### config.mk
export PLATFORM = sky130hd
export DESIGN_NAME = asc_ctrl
export DESIGN_NICKNAME = d
export VERILOG_FILES = /design/src/shared/asc_pkg.sv /design/src/rtl/asc_timer.sv /design/src/rtl/asc_ctrl.sv
export VERILOG_INCLUDE_DIRS = /design/src /design/src/shared
export SDC_FILE = /design/constraint.sdc
export NUM_CORES = 1
export LEC_CHECK = 0
export ABC_AREA = 1
export BUFFER_PORTS_ARGS = -buffer_cell sky130_fd_sc_hd__buf_4
export CORE_MARGIN = 2
export CORE_UTILIZATION = 40
export DETAILED_ROUTE_END_ITERATION = 6
export PLACE_DENSITY = 0.73
export RECOVER_POWER = 100
export SYNTH_ARGS = -nofsm -noshare
export SYNTH_HDL_FRONTEND = slang
export SYNTH_SLANG_ARGS = --single-unit
### constraint.sdc
create_clock -name core_clk -period 1.9 [get_ports core_clk]
set_clock_uncertainty 0.1 [all_clocks]
set_input_delay 0.38 -clock core_clk [delete_from_list [all_inputs] [get_ports core_clk]]
set_output_delay 0.38 -clock core_clk [all_outputs]
set_load 0.005 [all_outputs]
### src/shared/asc_defs.svh
`ifndef ASC_DEFS_SVH
`define ASC_DEFS_SVH

// Clock period of core_clk.
`define ASC_CLK_PERIOD_NS     10

// Read cycle and operation recovery, minimum, per grade.
`define ASC_READ_CYCLE_FAST   70
`define ASC_READ_CYCLE_SLOW   85
// Chip select and output enable access, maximum.
`define ASC_CS_ACCESS_FAST    70
`define ASC_CS_ACCESS_SLOW    85
`define ASC_OE_ACCESS_FAST    35
`define ASC_OE_ACCESS_SLOW    45
// Deselect or strobe to float, maximum.
`define ASC_FLOAT_FAST        30
`define ASC_FLOAT_SLOW        35
// Write timing minimums.
`define ASC_CS_TO_END_FAST    60
`define ASC_CS_TO_END_SLOW    75
`define ASC_WRITE_PULSE_FAST  50
`define ASC_WRITE_PULSE_SLOW  55
`define ASC_DATA_OVERLAP_FAST 30
`define ASC_DATA_OVERLAP_SLOW 35
`define ASC_WRITE_CYCLE_FAST  70
`define ASC_WRITE_CYCLE_SLOW  85
// Deselect to retention.
`define ASC_DESELECT_TO_RET   0

`endif

### src/shared/asc_pkg.sv
package asc_pkg;

	typedef enum logic [2:0] {
		ASC_IDLE    = 3'b000,
		ASC_READ    = 3'b001,
		ASC_WRITE   = 3'b010,
		ASC_WR_HOLD = 3'b011,
		ASC_TURN    = 3'b100,
		ASC_RETAIN  = 3'b101,
		ASC_WAKE    = 3'b110
	} asc_state_t;

endpackage : asc_pkg

### src/rtl/asc_timer.sv
module asc_timer #(
	parameter int CNT_W = 4
) (
	input  wire logic             core_clk,
	input  wire logic             reset,
	input  wire logic             load,
	input  wire logic [CNT_W-1:0] load_val,
	output logic                  zero
);

	typedef struct packed {
		logic [CNT_W-1:0] cnt;
	} asc_tmr_t;

	asc_tmr_t st_r;
	asc_tmr_t st_nxt;

	always_comb begin
		st_nxt = st_r;
		if (load) begin
			st_nxt.cnt = load_val;
		end else if (st_r.cnt != '0) begin
			st_nxt.cnt = st_r.cnt - 1'b1;
		end
	end

	always_ff @(posedge core_clk or posedge reset) begin
		if (reset) begin
			st_r <= '0;
		end else begin
			st_r <= st_nxt;
		end
	end

	assign zero = (st_r.cnt == '0);

endmodule : asc_timer

### src/rtl/asc_ctrl.sv
`include "asc_defs.svh"

// Operation
// Memory stores data only while chip select and write strobe are both low.
// A write starts at the later falling edge of chip select or strobe.
// A write ends at the earlier rising edge; data latched there.
// Chip select falling with or after the strobe keeps data pins floating.
// With output enable low, write pulse covers data overlap plus strobe float.
// Never drive opposite data while the memory still drives the pins.
// Consecutive read cycles spaced at least 70 ns or 85 ns apart.
// Read data valid at most 70 ns or 85 ns after chip select.
// Read data valid at most 35 ns or 45 ns after output enable.
// Outputs float at most 30 ns or 35 ns after deselect.
// Old read data holds at least 10 ns after an address change.
// Chip select low at least 60 ns or 75 ns before write end.
// Write data valid at least 30 ns or 35 ns before write end.
// Chip select gates address, strobe, enable and data input buffers.
// In retention, lines may float while chip select stays high.
// Retention may start right after deselect; no delay needed.
// Strobe high through reads; one read cycle of recovery after retention.
module asc_ctrl #(
	parameter int ADDR_W     = 19,
	parameter int DATA_W     = 8,
	parameter bit SLOW_GRADE = 1'b0,
	parameter int CNT_W      = 4
) (
	input  wire logic              core_clk,
	input  wire logic              reset,
	input  wire logic              req,
	input  wire logic              req_write,
	input  wire logic [ADDR_W-1:0] req_addr,
	input  wire logic [DATA_W-1:0] req_wdata,
	input  wire logic              ret_req,
	output logic                   ready_r,
	output logic                   rd_valid_r,
	output logic [DATA_W-1:0]      rd_data_r,
	output logic                   ret_active_r,
	output logic                   mem_cs_n_r,
	output logic                   mem_we_n_r,
	output logic                   mem_oe_n_r,
	output logic [ADDR_W-1:0]      mem_addr_r,
	output logic                   ctl_oe_r,
	output logic [DATA_W-1:0]      dq_out_r,
	output logic                   dq_oe_r,
	input  wire logic [DATA_W-1:0] dq_in
);

	function automatic int ceil_cycles(input int ns);
		int c;
		c = (ns + `ASC_CLK_PERIOD_NS - 1) / `ASC_CLK_PERIOD_NS;
		return (c < 1) ? 1 : c;
	endfunction : ceil_cycles

	function automatic int max2(input int a, input int b);
		return (a > b) ? a : b;
	endfunction : max2

	localparam int RC_NS  = SLOW_GRADE ? `ASC_READ_CYCLE_SLOW : `ASC_READ_CYCLE_FAST;
	localparam int CO_NS  = SLOW_GRADE ? `ASC_CS_ACCESS_SLOW : `ASC_CS_ACCESS_FAST;
	localparam int OE_NS  = SLOW_GRADE ? `ASC_OE_ACCESS_SLOW : `ASC_OE_ACCESS_FAST;
	localparam int HZ_NS  = SLOW_GRADE ? `ASC_FLOAT_SLOW : `ASC_FLOAT_FAST;
	localparam int CW_NS  = SLOW_GRADE ? `ASC_CS_TO_END_SLOW : `ASC_CS_TO_END_FAST;
	localparam int WP_NS  = SLOW_GRADE ? `ASC_WRITE_PULSE_SLOW : `ASC_WRITE_PULSE_FAST;
	localparam int DW_NS  = SLOW_GRADE ? `ASC_DATA_OVERLAP_SLOW : `ASC_DATA_OVERLAP_FAST;
	localparam int WC_NS  = SLOW_GRADE ? `ASC_WRITE_CYCLE_SLOW : `ASC_WRITE_CYCLE_FAST;

	// Read strobe phase covers cycle time and both access times.
	localparam int RD_CYC = max2(ceil_cycles(RC_NS), max2(ceil_cycles(CO_NS),
		ceil_cycles(OE_NS)));
	// Float wait after deselect, also used as write recovery padding.
	localparam int HZ_CYC = ceil_cycles(HZ_NS);
	// Write pulse meets chip select width, pulse width and the contention bound.
	localparam int WP_CYC = max2(ceil_cycles(CW_NS), max2(ceil_cycles(WP_NS),
		ceil_cycles(DW_NS + HZ_NS)));
	localparam int WR_TURN = max2(HZ_CYC, ceil_cycles(WC_NS) - WP_CYC - 1);
	localparam int RC_CYC = ceil_cycles(RC_NS);

	if (ADDR_W < 1 || DATA_W < 1) begin : g_chk_width
		$error("asc_ctrl: address and data widths must be positive");
	end
	if (max2(RD_CYC, max2(WP_CYC, max2(WR_TURN, RC_CYC))) >= (1 << CNT_W)) begin : g_chk_cnt
		$error("asc_ctrl: CNT_W too narrow for the timing counts");
	end

	typedef struct packed {
		asc_pkg::asc_state_t state;
		logic                ready;
		logic                rd_valid;
		logic [DATA_W-1:0]   rd_data;
		logic                ret_active;
		logic                cs_n;
		logic                we_n;
		logic                oe_n;
		logic [ADDR_W-1:0]   addr;
		logic                ctl_oe;
		logic [DATA_W-1:0]   dq_out;
		logic                dq_oe;
	} asc_ctl_t;

	asc_ctl_t         st_r;
	asc_ctl_t         st_nxt;
	logic             tmr_load;
	logic [CNT_W-1:0] tmr_val;
	logic             tmr_zero;

	asc_timer #(
		.CNT_W (CNT_W)
	) u_timer (
		.core_clk (core_clk),
		.reset    (reset),
		.load     (tmr_load),
		.load_val (tmr_val),
		.zero     (tmr_zero)
	);

	always_comb begin
		st_nxt          = st_r;
		st_nxt.rd_valid = 1'b0;
		tmr_load        = 1'b0;
		tmr_val         = '0;
		case (st_r.state)
			asc_pkg::ASC_IDLE: begin
				// Retention wins over a pending access so a sleep request is never starved.
				if (ret_req) begin
					st_nxt.state      = asc_pkg::ASC_RETAIN;
					st_nxt.ready      = 1'b0;
					st_nxt.ret_active = 1'b1;
					st_nxt.cs_n       = 1'b1;
					st_nxt.ctl_oe     = 1'b0;
					st_nxt.dq_oe      = 1'b0;
				end else if (req) begin
					st_nxt.ready  = 1'b0;
					st_nxt.addr   = req_addr;
					st_nxt.cs_n   = 1'b0;
					if (req_write) begin
						// Strobe and select fall together; output enable stays high.
						st_nxt.state  = asc_pkg::ASC_WRITE;
						st_nxt.we_n   = 1'b0;
						st_nxt.oe_n   = 1'b1;
						st_nxt.dq_out = req_wdata;
						st_nxt.dq_oe  = 1'b1;
						tmr_load      = 1'b1;
						tmr_val       = CNT_W'(WP_CYC - 1);
					end else begin
						st_nxt.state = asc_pkg::ASC_READ;
						st_nxt.we_n  = 1'b1;
						st_nxt.oe_n  = 1'b0;
						st_nxt.dq_oe = 1'b0;
						tmr_load     = 1'b1;
						tmr_val      = CNT_W'(RD_CYC - 1);
					end
				end
			end
			asc_pkg::ASC_READ: begin
				if (tmr_zero) begin
					// Sampled before deselect; the address is still stable here.
					st_nxt.rd_data  = dq_in;
					st_nxt.rd_valid = 1'b1;
					st_nxt.cs_n     = 1'b1;
					st_nxt.oe_n     = 1'b1;
					st_nxt.state    = asc_pkg::ASC_TURN;
					tmr_load        = 1'b1;
					tmr_val         = CNT_W'(HZ_CYC - 1);
				end
			end
			asc_pkg::ASC_WRITE: begin
				if (tmr_zero) begin
					// Both rise together, so the end of write is this single edge.
					st_nxt.cs_n  = 1'b1;
					st_nxt.we_n  = 1'b1;
					st_nxt.state = asc_pkg::ASC_WR_HOLD;
				end
			end
			asc_pkg::ASC_WR_HOLD: begin
				// Data held one cycle past the ending edge for board skew margin.
				st_nxt.dq_oe = 1'b0;
				st_nxt.state = asc_pkg::ASC_TURN;
				tmr_load     = 1'b1;
				tmr_val      = CNT_W'(WR_TURN - 1);
			end
			asc_pkg::ASC_TURN: begin
				if (tmr_zero) begin
					st_nxt.state = asc_pkg::ASC_IDLE;
					st_nxt.ready = 1'b1;
				end
			end
			asc_pkg::ASC_RETAIN: begin
				if (!ret_req) begin
					st_nxt.state  = asc_pkg::ASC_WAKE;
					st_nxt.ctl_oe = 1'b1;
					st_nxt.we_n   = 1'b1;
					st_nxt.oe_n   = 1'b1;
					tmr_load      = 1'b1;
					tmr_val       = CNT_W'(RC_CYC - 1);
				end
			end
			asc_pkg::ASC_WAKE: begin
				if (tmr_zero) begin
					st_nxt.state      = asc_pkg::ASC_IDLE;
					st_nxt.ret_active = 1'b0;
					st_nxt.ready      = 1'b1;
				end
			end
			default: begin
				st_nxt.state = asc_pkg::ASC_IDLE;
				st_nxt.cs_n  = 1'b1;
				st_nxt.dq_oe = 1'b0;
			end
		endcase
	end

	always_ff @(posedge core_clk or posedge reset) begin
		if (reset) begin
			st_r            <= '0;
			st_r.state      <= asc_pkg::ASC_IDLE;
			st_r.ready      <= 1'b1;
			st_r.cs_n       <= 1'b1;
			st_r.we_n       <= 1'b1;
			st_r.oe_n       <= 1'b1;
			st_r.ctl_oe     <= 1'b1;
		end else begin
			st_r <= st_nxt;
		end
	end

	assign ready_r      = st_r.ready;
	assign rd_valid_r   = st_r.rd_valid;
	assign rd_data_r    = st_r.rd_data;
	assign ret_active_r = st_r.ret_active;
	assign mem_cs_n_r   = st_r.cs_n;
	assign mem_we_n_r   = st_r.we_n;
	assign mem_oe_n_r   = st_r.oe_n;
	assign mem_addr_r   = st_r.addr;
	assign ctl_oe_r     = st_r.ctl_oe;
	assign dq_out_r     = st_r.dq_out;
	assign dq_oe_r      = st_r.dq_oe;

endmodule : asc_ctrl

### Yosys cells after proc, flatten, opt, wreduce, memory -nomap -nowiden

Cells that the tools add are included.
W data, S select, Z words.

| storage, ports and cells | value |
|---|---|
| output and inout bits | 43 |
| flip-flop bits (word level) | 50 |
| input bits | 40 |
| logic and storage cells | 99 |

| operators by class | value |
|---|---|
| reduce and logical (&&, ||, !) cells | 23 |
| eq/ne operators | 15 |
| bitwise gates (word level) | 3 |
| mux-type cells | 44 |
| add/sub/neg operators | 1 |

Operators with widths:

| kind | count |
|---|---|
| $mux W4 | 7 |
| $mux W22 | 1 |
| $mux W21 | 1 |
| $mux W9 | 2 |
| $pmux W3 S6 | 1 |
| $pmux W4 S4 | 1 |
| $reduce_and A5 Y1 | 3 |
| $ne A2 B2 Y1 const B | 7 |
| $mux W1 | 13 |
| $mux W2 | 6 |
| $mux W3 | 4 |
| $reduce_and A3 Y1 | 4 |
| $eq A3 B3 Y1 const B | 3 |
| $pmux W1 S2 | 4 |
| $pmux W1 S4 | 2 |
| $reduce_and A4 Y1 | 2 |
| $reduce_bool A2 Y1 | 4 |
| $eq A3 B2 Y1 const B | 2 |
| $pmux W1 S3 | 2 |
| $reduce_bool A3 Y1 | 2 |
| $reduce_or A5 Y1 | 1 |
| $logic_not A4 Y1 | 1 |
| $reduce_and A2 Y1 | 2 |
| $reduce_bool A4 Y1 | 1 |
| other kinds (8) | 10 |

### Logic depth before layout (Yosys ltp)

| depth | value |
|---|---|
| depth in word-level cells | 5 |
| mapped depth | 9 |
| depth with buffers taken out | 9 |

### Modules after synthesis

Synthesis repeated with hierarchy kept, for this count alone.

| unflattened totals | value |
|---|---|
| cell total of the unflattened synthesis | 335 |
| area total of the unflattened synthesis | 2,597.5 um^2 |

By module, submodules not included:

| module | cells each | times used | sequential area each (um^2) | area an instance (um^2) |
|---|---|---|---|---|
| asc_ctrl | 297 | 1 | 1,157.4 | 2,338.5 |
| asc_timer | 38 | 1 | 100.1 | 259.0 |

### Worst setup path before layout

OpenSTA, ideal clock, no wires.

| timing path | value |
|---|---|
| path type | register -> register |
| from | register u_timer.st_r[0] (netlist bit) |
| to | register u_timer.st_r[2] (netlist bit) |
| period minus slack after synthesis | 1.545 ns |
| stages on the path, launching flop included | 10 |
| path buffers | 0 |
| data required time | 1.687 ns |
| arrival | 1.332 ns |
| library setup time | 0.113 ns |
| path slack | 0.355 ns |
| path through | dfrtp_1 -> inv_1 -> ha_1 -> nand2_1 -> nor2_1 -> nand2_1 -> nand3_1 -> nand2_1 -> nand2_1 -> inv_1 |

| between the ends | value |
|---|---|
| word-level cells in the longest chain between the ends | 4 |
| elaborated cells between the ends (all ways) | 8 |
| those cells by class | 1 x add/sub; 4 x mux; 3 x reduce/logical |

RTL lines:

| what | RTL line | text |
|---|---|---|
| start: declaration | asc_timer.sv:15 | `asc_tmr_t st_r;` |
| start signal: assignment | asc_timer.sv:31 | `st_r <= st_nxt;` |
| parallel branches: the longest is 4 deep, another holds $sub A4 B1 Y4 | -- |  |

Parallel ways; which one is timed is not known. The select of a mux whose other input is x is not followed.
A chain may end at the register's enable or synchronous reset.

### Worst setup path in the final report

| timing path | value |
|---|---|
| from | register u_timer.st_r[1] (netlist bit) |
| to | register u_timer.st_r[1] (netlist bit) |

| between the ends | value |
|---|---|
| word-level cells in the longest chain between the ends | 4 |
| elaborated cells between the ends (all ways) | 10 |
| those cells by class | 1 x add/sub; 6 x mux; 3 x reduce/logical |

RTL lines:

| what |
|---|
| parallel branches: the longest is 4 deep, another holds $sub A4 B1 Y4 |

Parallel ways; which one is timed is not known. The select of a mux whose other input is x is not followed.

==> reports/qor.json <==
{
  "tritonroute_pass_1_iters": {"value": 4},
  "cts-buffers-inserted": {"value": 5},
  "first_iteration_detailed_routing_drc_count": {"value": 43},
  "maxSlewHeadroom": {"value": 20.8, "unit": "%"},
  "timing.final.hold_violations": {"value": 0},
  "synth_fp_nets": {"value": 351},
  "final_weighted_congestion_in_routability_driven_placement": {"value": 0.870},
  "antenna-diode-count": {"value": 0},
  "power": {"value": 4.60, "unit": "mW"},
  "leading_area_contributor_after_synthesis": {"value": "sky130_fd_sc_hd__dfrtp_1"},
  "synthesis.instances": {"value": 310},
  "required_time_at_the_worst_slack_endpoint": {"value": 1.99, "unit": "ns"},
  "syn_to_final_growth": {"value": 19.6, "unit": "%"},
  "synthesis.area": {"value": 2550, "unit": "um^2"},
  "first_global_vias": {"value": 1957},
  "fp.dieArea": {"value": 7020, "unit": "um^2"},
  "setup-tns-final": {"value": 0, "unit": "ns"},
  "vdd.ir_drop.worst": {"value": 617, "unit": "uV"},
  "remaining_routing_drc_violations": {"value": 0},
  "fmax": {"value": 592, "unit": "MHz"},
  "boundaryPins": {"value": 83},
  "routed_wirelength": {"value": 5060, "unit": "um"},
  "yosys_register_bits": {"value": 50},
  "yosysWarningCount": {"value": 0},
  "globalRoute.totalOverflow": {"value": 0},
  "crit_start": {"value": "u_timer.st_r[1]"},
  "vias_per_cell": {"value": 4.59},
  "hp-start": {"value": "dq_in[6]"},
  "tritoncts": {"value": "done"},
  "yosys_top_cell_area_share": {"value": 44.2, "unit": "%"},
  "hold_path_class": {"value": "input port to flop"},
  "worst_setup_hold_path_clk_slew": {"value": 0.09, "unit": "ns"},
  "grt_setup_unrepaired": {"value": "false"},
  "drive_above_1_share": {"value": 29.1, "unit": "%"},
  "core.rowCount": {"value": 29},
  "global_route.usage.total": {"value": 15.4, "unit": "%"},
  "dp_hpwl": {"value": 3760, "unit": "um"},
  "grt_start_max_net_pins": {"value": 51},
  "cts.hold.buffers_added": {"value": 0},
  "ant_nets": {"value": 0},
  "final.period_utilization": {"value": 88.8, "unit": "%"},
  "arrival_worst_endpoint": {"value": 1.78, "unit": "ns"},
  "fp.dieW": {"value": 83.8, "unit": "um"},
  "worstMarginPinSlew": {"value": 1.19, "unit": "ns"},
  "static-leakage-power": {"value": 1.70, "unit": "nW"},
  "placed_area": {"value": 2970, "unit": "um^2"},
  "post_route_minimum_period": {"value": 1.69, "unit": "ns"},
  "cts-root-buf": {"value": "sky130_fd_sc_hd__clkbuf_8"},
  "post_cts.resized_instances": {"value": 0},
  "worst_setup_path_end_kind": {"value": "flop"},
  "avgRoutedWirePerCell": {"value": 11.6, "unit": "um"},
  "tritoncts_num_sinks": {"value": 50},
  "numPortBuffers": {"value": 82},
  "fin_nets": {"value": 401},
  "mean_area_per_synthesized_cell": {"value": 8.22, "unit": "um^2"},
  "start_to_end_type_of_the_worst_setup_path": {"value": "flop to flop"},
  "setup_viol": {"value": 0},
  "antenna_found_initial": {"value": 0},
  "ys_types": {"value": 25},
  "reg2reg_launch_point": {"value": "u_timer.st_r[1]"},
  "startpoint_type": {"value": "flop"},
  "cap_viol_max_count": {"value": 0},
  "clock_latency": {"value": 0.29, "unit": "ns"},
  "post-cts-setup-buffer-count": {"value": 0},
  "floorplan.die.height": {"value": 83.8, "unit": "um"},
  "status": {"value": "complete, no violations"},
  "pwr_density_cell": {"value": 1510, "unit": "nW/um^2"},
  "mostFrequentLayoutCell": {"value": "sky130_fd_sc_hd__nand2_1"},
  "cts.path.max_buffers": {"value": 2},
  "maxSlewViolCount": {"value": 0},
  "htree_levels": {"value": 2},
  "yosys-top-cells-area": {"value": "sky130_fd_sc_hd__dfrtp_1 44%, sky130_fd_sc_hd__nand2_1 19%, sky130_fd_sc_hd__buf_4 11%"},
  "finalInstanceArea": {"value": 3050, "unit": "um^2"},
  "mostFrequentLayoutCells": {"value": "133 x sky130_fd_sc_hd__nand2_1, 45 x sky130_fd_sc_hd__dfrtp_1, 41 x sky130_fd_sc_hd__clkbuf_4"},
  "initial_core_util": {"value": 40.8, "unit": "%"},
  "route.vias.total": {"value": 2012},
  "fp.coreArea": {"value": 6240, "unit": "um^2"},
  "finalCoreUtilization": {"value": 48.8, "unit": "%"},
  "grt_pass1_wl": {"value": 8900, "unit": "um"},
  "synth.yosys.seq_area_share": {"value": 49.4, "unit": "%"},
  "crit_fanout": {"value": 10}
}
==> cell usage after synthesis <==
cell type,count
sky130_fd_sc_hd__nand3_1,22
sky130_fd_sc_hd__nand4_1,2
sky130_fd_sc_hd__o21ai_0,12
sky130_fd_sc_hd__nor2_4,1
sky130_fd_sc_hd__nor2_2,2
sky130_fd_sc_hd__dfstp_2,5
sky130_fd_sc_hd__nand3b_1,1
sky130_fd_sc_hd__a31oi_1,1
sky130_fd_sc_hd__nand2_2,2
sky130_fd_sc_hd__dfrtp_1,45
sky130_fd_sc_hd__buf_2,1
sky130_fd_sc_hd__buf_6,4
sky130_fd_sc_hd__inv_2,3
sky130_fd_sc_hd__nor3_1,2
sky130_fd_sc_hd__ha_1,1
sky130_fd_sc_hd__o21bai_1,2
sky130_fd_sc_hd__clkbuf_1,1
sky130_fd_sc_hd__nor2_8,2
sky130_fd_sc_hd__nand2_4,1
sky130_fd_sc_hd__buf_4,36
sky130_fd_sc_hd__nand2_1,132
sky130_fd_sc_hd__xor2_1,3
sky130_fd_sc_hd__inv_1,14
sky130_fd_sc_hd__or2_2,1
sky130_fd_sc_hd__nor2_1,14
==> critical path, stage by stage (launching register included) <==
cell and delay (ns):
sky130_fd_sc_hd__dfrtp_1 0.37, sky130_fd_sc_hd__inv_1 0.06, sky130_fd_sc_hd__ha_1 0.21, sky130_fd_sc_hd__nand2_1 0.27, sky130_fd_sc_hd__nor2_8 0.10, sky130_fd_sc_hd__nor2_1 0.24, sky130_fd_sc_hd__nand3_1 0.11, sky130_fd_sc_hd__nand2_1 0.07
sky130_fd_sc_hd__nand2_1 0.06
==> kinds of logic (layout without fill, tap and decap cells) <==
logic type | count (synthesis) | count (layout) | synth area share (%)
AOI/OAI and AO/OA | 15 | 15 | 3.19
adders and majority gates | 1 | 1 | 0.491
and+or+nand+nor | 182 | 182 | 30.7
DFF | 50 | 50 | 49.4
xor gates and xnor gates | 3 | 3 | 1.03
buffers and inverters | 59 | 110 | 15.2
==> metrics by stage <==
| step | hold WS (ns) | instances | worst slack, ns |
|---|---|---|---|
| 4_1_cts | 0.0306 | 438 | 0.219 |
| 3_3_place_gp | 0.353 | 430 | 0.289 |
| 5_1_grt | 0.162 | 438 | 0.0569 |
| 2_1_floorplan | 0.343 | 310 | 0.227 |
| 3_5_place_dp | 0.353 | 430 | 0.233 |
| 6_report | 0.173 | 438 | 0.212 |
==> worst paths after layout <==
path                       slack (ns)  cells past startpoint         endpoint
min                              0.17                      3     rd_data_r[6]
min in group asynchronous        0.38                      3   mem_addr_r[15]
max reg2reg                      0.21                      8  u_timer.st_r[1]
min reg2reg                      0.36                      2       mem_cs_n_r
max in group asynchronous        0.61                      3    mem_addr_r[8]
max                              0.21                      8  u_timer.st_r[1]
==> layer usage <==
metal,track usage [%],routed length (um)
met5,0,0
met4,2.64,33
met3,4.85,329
met2,25.5,2380
met1,20.1,2320
==> layout make-up <==
class,count,area (um^2)
clock buffers,7,96.3
well taps,77,96.3
repair buffers,85,624
fillers,621,3190
inverters,17,63.8
clock inverters,1,8.76
flip-flops and latches,50,1260
multi-input cells,201,900
==> registers in the layout, indices dropped and copies added (netlist names) <==
signal / flops
ready_r: 1
mem_addr_r: 19
dq_out_r: 8
st_r: 3
mem_we_n_r: 1
mem_cs_n_r: 1
mem_oe_n_r: 1
rd_valid_r: 1
dq_oe_r: 1
u_timer.st_r: 4
ctl_oe_r: 1
rd_data_r: 8
ret_active_r: 1
==> where the power goes <==
| group | internal, mW | switching, mW | total [mW] |
|---|---|---|---|
| clock | 0.334 | 0.344 | 0.679 |
| combinational | 0.962 | 1.07 | 2.03 |
| sequential | 1.58 | 0.311 | 1.89 |
| total | 2.88 | 1.72 | 4.60 |
Note: power is estimated with default switching activity, not from simulation.
